### config.mk
export PLATFORM = sky130hd
export DESIGN_NAME = bsc_core
export DESIGN_NICKNAME = d
export VERILOG_FILES = /design/src/shared/bsc_pkg.sv /design/src/rtl/bsc_sync.sv /design/src/rtl/bsc_core.sv
export SDC_FILE = /design/constraint.sdc
export NUM_CORES = 1
export LEC_CHECK = 0
export CORE_MARGIN = 10
export CORE_UTILIZATION = 31
export CTS_CLUSTER_DIAMETER = 200
export DETAILED_ROUTE_END_ITERATION = 10
export DONT_BUFFER_PORTS = 1
export GPL_ROUTABILITY_DRIVEN = 0
export PLACE_DENSITY_LB_ADDON = 0.25
export SLEW_MARGIN = 10
export SYNTH_ARGS = -nofsm -noshare
export SYNTH_HDL_FRONTEND = slang
export SYNTH_HIERARCHICAL = 1
export SYNTH_SLANG_ARGS = --single-unit
### constraint.sdc
create_clock -name ref_clk -period 2.1 [get_ports ref_clk]
set_clock_uncertainty 0.15 [all_clocks]
set_input_delay 0.42 -clock ref_clk [delete_from_list [all_inputs] [get_ports ref_clk]]
set_output_delay 0.42 -clock ref_clk [all_outputs]
set_load 0.01 [all_outputs]
### src/shared/bsc_pkg.sv
// bsc_pkg: constants for the bridge switch control block
// assumes: 16-bit frame, bit positions shared by command and status words
package bsc_pkg;
    localparam int unsigned FRAME_BITS      = 16;
    localparam int unsigned SWITCH_COUNT    = 12;
    localparam int unsigned SW_LSB          = 1;
    localparam int unsigned STATUS_RST_BIT  = 0;
    localparam int unsigned OC_BIT          = 13;
    localparam int unsigned OT_BIT          = 14;
    localparam int unsigned OV_BIT          = 15;
    localparam logic [11:0] SWITCH_RESET    = 12'h000;
    localparam logic [3:0]  BIT_COUNT_RESET = 4'h0;
    typedef enum logic [1:0] {BSC_NORMAL, BSC_BRAKE, BSC_STANDBY} bsc_mode_e;
endpackage : bsc_pkg

### src/rtl/bsc_sync.sv
// bsc_sync: two-flop synchroniser, one bit per lane
// assumes: inputs are asynchronous to ref_clk
module bsc_sync
    import bsc_pkg::*;
#(
    parameter int unsigned WIDTH = 1
)(
    input  wire logic             ref_clk,
    input  wire logic             reset,
    input  wire logic             clk_en,
    input  wire logic [WIDTH-1:0] async_in,
    output logic      [WIDTH-1:0] sync_out
);
    logic [WIDTH-1:0] meta_r;

    always_ff @(posedge ref_clk)
    begin
        if (reset)
        begin
            meta_r   <= '0;
            sync_out <= '0;
        end
        else if (clk_en)
        begin
            meta_r   <= async_in;
            sync_out <= meta_r;
        end
    end
endmodule : bsc_sync

### src/rtl/bsc_core.sv
// bsc_core: serial command/status port, mode pins, fault flags, switch drive
// assumes: serial pins, mode pins and fault detectors are asynchronous to ref_clk
module bsc_core
    import bsc_pkg::*;
(
    input  wire logic                    ref_clk,
    input  wire logic                    reset,
    input  wire logic                    clk_en,
    input  wire logic                    chip_select_n,
    input  wire logic                    serial_clk,
    input  wire logic                    serial_in,
    output logic                         serial_out,
    input  wire logic                    mode_pin,
    input  wire logic                    select_pin,
    input  wire logic [SWITCH_COUNT-1:0] overcurrent_det,
    input  wire logic                    overtemp_det,
    input  wire logic                    overvoltage_det,
    output logic      [SWITCH_COUNT-1:0] power_transistor
);
    // synchronised pins; fault lanes pass through one two-flop stage of their own, alongside the pins
    logic [4:0]              pin_s;
    logic [SWITCH_COUNT+1:0] fault_s;

    // select travels inverted so that the lane's reset value reads as idle, not as a frame start
    bsc_sync #(.WIDTH(5)) u_pin_sync (
        .ref_clk  (ref_clk),
        .reset    (reset),
        .clk_en   (clk_en),
        .async_in ({~chip_select_n, serial_clk, serial_in, mode_pin, select_pin}),
        .sync_out (pin_s)
    );

    bsc_sync #(.WIDTH(SWITCH_COUNT + 2)) u_fault_sync (
        .ref_clk  (ref_clk),
        .reset    (reset),
        .clk_en   (clk_en),
        .async_in ({overcurrent_det, overtemp_det, overvoltage_det}),
        .sync_out (fault_s)
    );

    wire logic                    cs_n_s = !pin_s[4];
    wire logic                    sclk_s = pin_s[3];
    wire logic                    sin_s  = pin_s[2];
    wire logic                    mode_s = pin_s[1];
    wire logic                    sel_s  = pin_s[0];
    wire logic [SWITCH_COUNT-1:0] oc_det = fault_s[SWITCH_COUNT+1:2];
    wire logic                    ot_det = fault_s[1];
    wire logic                    ov_det = fault_s[0];

    logic                    cs_n_d_r;
    logic                    sclk_d_r;
    logic                    mode_d_r;
    logic                    sel_d_r;
    bsc_mode_e               mode_r;
    bsc_mode_e               mode_nxt;
    logic                    in_frame_r;
    logic [3:0]              bit_cnt_r;
    logic                    rx_any_r;
    logic [FRAME_BITS-1:0]   rx_r;
    logic [FRAME_BITS-1:0]   tx_r;
    logic [SWITCH_COUNT-1:0] cmd_r;
    logic [SWITCH_COUNT-1:0] oc_off_r;
    logic                    oc_flag_r;
    logic                    ot_flag_r;
    logic                    ov_flag_r;
    logic                    all_float_r;
    logic                    sout_r;

    // mode decode; standby is sticky against select so brake needs normal first
    always_comb
    begin
        case (mode_r)
            BSC_STANDBY: mode_nxt = mode_s ? BSC_NORMAL : BSC_STANDBY;
            default:     mode_nxt = mode_s ? BSC_NORMAL :
                                    (sel_s ? BSC_BRAKE : BSC_STANDBY);
        endcase
    end

    wire logic standby     = (mode_r == BSC_STANDBY);
    wire logic brake       = (mode_r == BSC_BRAKE);
    wire logic pins_change = (mode_s != mode_d_r) || (sel_s != sel_d_r);
    wire logic cs_fall     = cs_n_d_r && !cs_n_s;
    wire logic cs_rise     = !cs_n_d_r && cs_n_s;
    wire logic sclk_rise   = !sclk_d_r && sclk_s && !cs_n_s;
    wire logic sclk_fall   = sclk_d_r && !sclk_s && !cs_n_s;
    // a frame counts only if clocked, complete and not broken by a pin change;
    // an unclocked select pulse would otherwise re-apply the previous word
    wire logic frame_done  = cs_rise && in_frame_r && rx_any_r && !pins_change
                             && (bit_cnt_r == BIT_COUNT_RESET) && !standby;
    wire logic [FRAME_BITS-1:0] word = rx_r;
    wire logic status_rst  = frame_done && word[STATUS_RST_BIT] && word[OV_BIT];
    wire logic oc_clr      = frame_done && word[OC_BIT] && !status_rst;
    wire logic ot_clr      = frame_done && word[OT_BIT];
    wire logic ov_clr      = frame_done && word[OV_BIT];
    wire logic faults_on   = !standby;

    // high-side controls sit on even indices, low-side on odd (bits 1,2 = A1 H,L)
    function automatic logic [SWITCH_COUNT-1:0] drive_map(
        input logic [SWITCH_COUNT-1:0] ctl
    );
        logic [SWITCH_COUNT-1:0] d;
        d = '0;
        for (int i = 0; i < SWITCH_COUNT; i += 2)
        begin
            if (ctl[i] != ctl[i+1])
            begin
                d[i]   = ctl[i];
                d[i+1] = ctl[i+1];
            end
        end
        return d;
    endfunction : drive_map

    localparam logic [SWITCH_COUNT-1:0] LOW_SIDES = 12'hAAA;

    wire logic [SWITCH_COUNT-1:0] run_drive = drive_map(cmd_r) & ~oc_off_r;
    // thermal and overvoltage force off only while the detector is active
    wire logic live_fault = faults_on && (ot_det || ov_det);
    wire logic [SWITCH_COUNT-1:0] drive =
        standby     ? '0 :
        brake       ? LOW_SIDES :
        (all_float_r || live_fault) ? '0 : run_drive;

    always_ff @(posedge ref_clk)
    begin
        if (reset)
        begin
            cs_n_d_r <= 1'b1;
            sclk_d_r <= 1'b0;
            mode_d_r <= 1'b0;
            sel_d_r  <= 1'b0;
            mode_r   <= BSC_STANDBY;
        end
        else if (clk_en)
        begin
            cs_n_d_r <= cs_n_s;
            sclk_d_r <= sclk_s;
            mode_d_r <= mode_s;
            sel_d_r  <= sel_s;
            mode_r   <= mode_nxt;
        end
    end

    // serial shifter
    always_ff @(posedge ref_clk)
    begin
        if (reset)
        begin
            in_frame_r <= 1'b0;
            bit_cnt_r  <= BIT_COUNT_RESET;
            rx_r       <= '0;
            rx_any_r   <= 1'b0;
            tx_r       <= '0;
            sout_r     <= 1'b0;
        end
        else if (clk_en)
        begin
            if (cs_fall)
            begin
                in_frame_r <= 1'b1;
                rx_any_r   <= 1'b0;
                bit_cnt_r  <= BIT_COUNT_RESET;
                tx_r       <= {ov_flag_r, ot_flag_r, oc_flag_r, power_transistor, 1'b0};
            end
            else if (pins_change || cs_n_s)
            begin
                in_frame_r <= 1'b0;
            end
            if (sclk_rise && in_frame_r)
            begin
                sout_r <= tx_r[FRAME_BITS-1];
                tx_r   <= {tx_r[FRAME_BITS-2:0], 1'b0};
            end
            if (sclk_fall && in_frame_r)
            begin
                rx_r      <= {rx_r[FRAME_BITS-2:0], sin_s};
                bit_cnt_r <= bit_cnt_r + 4'h1;
                rx_any_r  <= 1'b1;
            end
        end
    end

    // command store and outputs
    always_ff @(posedge ref_clk)
    begin
        if (reset || (clk_en && standby))
        begin
            cmd_r       <= SWITCH_RESET;
            all_float_r <= 1'b0;
        end
        else if (clk_en && frame_done)
        begin
            if (status_rst)
            begin
                cmd_r       <= SWITCH_RESET;
                all_float_r <= 1'b1;
            end
            else
            begin
                cmd_r       <= word[SWITCH_COUNT:SW_LSB];
                all_float_r <= 1'b0;
            end
        end
    end

    // sticky fault flags; a detection in the clear cycle wins
    always_ff @(posedge ref_clk)
    begin
        if (reset || (clk_en && standby))
        begin
            oc_flag_r <= 1'b0;
            ot_flag_r <= 1'b0;
            ov_flag_r <= 1'b0;
            oc_off_r  <= '0;
        end
        else if (clk_en)
        begin
            oc_flag_r <= (faults_on && |oc_det) || (oc_flag_r && !oc_clr && !status_rst);
            ot_flag_r <= (faults_on && ot_det) || (ot_flag_r && !ot_clr && !status_rst);
            ov_flag_r <= (faults_on && ov_det) || (ov_flag_r && !ov_clr && !status_rst);
            oc_off_r  <= (faults_on ? oc_det : '0)
                         | ((oc_clr || status_rst) ? '0 : oc_off_r);
        end
    end

    always_ff @(posedge ref_clk)
    begin
        if (reset)
        begin
            power_transistor <= '0;
        end
        else if (clk_en)
        begin
            power_transistor <= drive;
        end
    end

    assign serial_out = sout_r;

    // assertions
    standby_all_off_a: assert property (@(posedge ref_clk) disable iff (reset)
        clk_en && standby |=> power_transistor == '0)
        else $error("standby did not turn all transistors off");
    brake_low_on_a: assert property (@(posedge ref_clk) disable iff (reset)
        clk_en && brake |=> power_transistor == LOW_SIDES)
        else $error("brake drive pattern wrong");
    no_shoot_a: assert property (@(posedge ref_clk) disable iff (reset)
        (power_transistor & (power_transistor >> 1) & 12'h555) == '0)
        else $error("both transistors of a half-bridge on");
    oc_sticky_a: assert property (@(posedge ref_clk) disable iff (reset)
        clk_en && oc_flag_r && !oc_clr && !status_rst && !standby |=> oc_flag_r)
        else $error("overcurrent flag dropped without clear");
    ot_sticky_a: assert property (@(posedge ref_clk) disable iff (reset)
        clk_en && ot_flag_r && !ot_clr && !status_rst && !standby |=> ot_flag_r)
        else $error("overtemp flag dropped without clear");
    ov_set_a: assert property (@(posedge ref_clk) disable iff (reset)
        clk_en && faults_on && ov_det |=> ov_flag_r)
        else $error("overvoltage not flagged");
    standby_hold_a: assert property (@(posedge ref_clk) disable iff (reset)
        clk_en && standby && !mode_s |=> mode_r == BSC_STANDBY)
        else $error("left standby without mode high");
    status_float_a: assert property (@(posedge ref_clk) disable iff (reset)
        clk_en && status_rst && !ot_det && !ov_det && mode_r == BSC_NORMAL
        && mode_s ##1 clk_en |=> power_transistor == '0)
        else $error("status reset left outputs driven");
    abort_a: assert property (@(posedge ref_clk) disable iff (reset)
        clk_en && pins_change && !cs_fall |=> !in_frame_r)
        else $error("frame applied despite pin change");
    frame_c: cover property (@(posedge ref_clk) frame_done && !status_rst);
    status_rst_c: cover property (@(posedge ref_clk) status_rst);
    brake_c: cover property (@(posedge ref_clk) brake);
    oc_c: cover property (@(posedge ref_clk) oc_clr && oc_flag_r);
endmodule : bsc_core

==> results.md <==
* DRT iter0 DRCs at slightly below 200
* Final Slew Violations at 0
* Die area at 0.0210 sq mm
* P&R area growth vs syn at 21.4%
* Final wirelength at 11.1 mm
* Routed metal-1 wire length at 5.42 mm
* FF-to-FF setup slack at 0.26 ns
* Post CTS Setup Buffer Count at 0
* Peak VDD IR at between 0.0006 and 0.0007 V
* Pwr Density at about 990 mW/mm^2
* Initial antenna violation count at 0
* HP Class: input pin to flop
* Yosys warns at 6
* Finish-stage setup viols at 0
* Clock slew seen by the registers of the worst setup and hold paths at roughly 0.050 ns
* Hold Crit Start: serial_clk
* H-tree depth at 4
* Final period utilization at 87.8%
* Async S/R FF share, synth at 0%
* Num rows at 45
* Final global-route overflow total at 0
* Num CTS Buffers at 17
* Commonest non-fill, non-tap cell in the layout: dfxtp_1
* R2r startpoint: u_fault_sync/sync_out[0]
* # DRC at 0
* Die width at ~140 um
* Status: complete, no violations
* Vias at about 3600
* Pre-antenna DRT Iters at 4
* Highest metal layer with signal wires: met4
* Slew @ Worst Pin at slightly above 0.6 ns
* CP Class: flop to flop
* Reg2reg end: power_transistor[6]
* Hold Vio Cnt, Final at 0
* Worst Path Required at 2.30 ns
* Worst setup SP type: flop
* Cell Area, Synth at 0.00483 sq mm
* Sum Neg Setup Slack at 0 ns
* Longest Clk Path Bufs at 2
* Antenna cells at 0
* Core area at 0.0153 sq mm
* Worst Hold End: u_pin_sync/meta_r[3]
* Drt wl/cell at ~15 um
* Hold depth at 2
* Via/cell ratio at 4.75
* Port Buffers at 0
* CP arrival at between 2 and 2.5 ns
* Slew headroom at between 50% and 60%
* GR Util All Layers at a little under an eighth
* Commonest cells after routing, fill and taps aside: dfxtp_1 (122), nor2_1 (76), nand2_1 (70)
* Chip height at 145 um
* Synth unique cells at 49
* Post-synthesis sequential area ratio at between 50% and 60%
* Detailed placement HPWL at about 7.2 mm
* Unrepaired setup endpoints after global routing: no
* Post-cts hold buffer count at 26
* Leak Pwr at ~0.0024 uW
* Ys flop type: dfxtp_1
* Root buffer cell: clkbuf_16
* Metal3 WL at roughly 640 um
* Syn Nets at 530
* # IOs at 35
* CTS resizes at 0
* Post-layout util at 38.5%
* Crit path max fanout at 6
* Sink Count at ~120
* Max Cap Viol at 0
* WL met2 at 4.90 mm
* Final net count at roughly 550
* Skew-Pair Late Insertion Delay at roughly 0.42 ns
* Average cell area after synthesis at ~9.6 sq um
* Register-to-Register Path Depth at 4
* Largest net degree at the start of global routing at 78
* Vias in the first global route at 3473
* Worst Setup End Kind: flop
* TritonCTS clock tree: done
* First-pass GRT wire length at roughly 19 mm
* Yosys reg bits at 122
* Antenna-violating nets left at 0
* Mapped Cells at roughly 500
* Share of cells above drive strength 1 at roughly an eighth
* F_max at between 500 and 600 MHz
* Starting Density at about a third
* Number of flops mapped to enable cells by yosys at 0
* Final Critical Period at around 1.8 ns
-- critical path, stage by stage (launching register included) --
cell and delay (ns):
dfxtp_1 0.34, nor3_1 0.24, nand4_1 0.28, or4b_1 0.60, a21oi_1 0.17
-- where the power goes --
group | switching, uW | internal, uW
logic | 95.9 | 101
registers | 39.2 | 2370
clock network | 1040 | 2160
-- per-stage QoR --
step	setup slack, ns	instances	total power [uW]	hold WS, ns	cell area (sq um)
2_1_floorplan	0.444	506	2610	0.281	4830
3_3_place_gp	0.307	691	2590	0.289	4940
3_5_place_dp	0.288	691	2590	0.303	4940
4_1_cts	0.277	749	5870	0.00428	5870
5_1_grt	0.163	749	6010	0.0140	5870
6_report	0.257	749	5810	0.0251	5870
-- state kept, by name, indices dropped and copies added, names as in the netlist --
register,cells
rx_r,16
tx_r,15
u_fault_sync/meta_r,14
u_fault_sync/sync_out,14
cmd_r,12
oc_off_r,12
power_transistor,12
u_pin_sync/meta_r,5
u_pin_sync/sync_out,5
bit_cnt_r,4
mode_r,2
all_float_r,1
cs_n_d_r,1
in_frame_r,1
mode_d_r,1
oc_flag_r,1
ot_flag_r,1
ov_flag_r,1
rx_any_r,1
sclk_d_r,1
sel_d_r,1
serial_out,1
-- Yosys cell counts (2+ instances only) --
master    number  area [sq um]
clkbuf_1       7          26.3
a211oi_1      14           105
mux2i_1       68           681
or2_2          2          12.5
ha_1           2          25.0
xor2_1         2          17.5
buf_4          3          22.5
nor2_1        76           285
nand4_1        2          12.5
a31oi_1        7          43.8
buf_1          3          11.3
a21oi_1       31           155
and2_1         3          18.8
nand2_1       70           263
buf_12         2          40.0
buf_2         13          65.1
buf_6          4          45.0
dfxtp_1      122          2440
o21ai_0        4          20.0
nor4_1         3          18.8
a22o_2        13           130
inv_1          8          30.0
nor3_1        10          50.1
nand3_1        7          35.0
or4b_1         6          60.1
-- worst max path at each step --
stage	startpoint	end
2_1_floorplan	bit_cnt_r[0]	oc_off_r[0]
3_3_place_gp	u_fault_sync/sync_out[0]	power_transistor[6]
3_5_place_dp	u_fault_sync/sync_out[0]	power_transistor[6]
4_1_cts	u_fault_sync/sync_out[0]	power_transistor[6]
5_1_grt	u_fault_sync/sync_out[0]	power_transistor[6]
6_report	u_fault_sync/sync_out[0]	power_transistor[6]
-- cells by family (layout without fill, tap and decap cells) --
group                      count (synthesis)  count (layout)  share of synthesized area (%)
AOI/OAI and AO/OA                         81              81                           11.8
xor gates and xnor gates                   2               2                          0.362
adders and majority gates                  2               2                          0.518
buffers and inverters                     41              73                           5.07
DFF                                      122             122                           50.5
muxes                                     68              68                           14.1
and+or+nand+nor                          190             190                           17.6
-- layout make-up --
class,count,area [sq um]
Clock inverter,12,195
Timing Repair Buffer,33,330
Multi-Input combinational cell,343,2150
Inverter,8,30.0
Sequential cell,122,2440
Fill cell,1499,9390
Clock buffer,20,457
Tap cell,211,264
-- metal layers --
layer	global-route usage [%]	up-vias
met4	5.43	0
met5	0	-
li1	-	1791
met3	4.66	11
met2	16.0	58
met1	14.7	1697
Power figures use the tool's default switching activity.
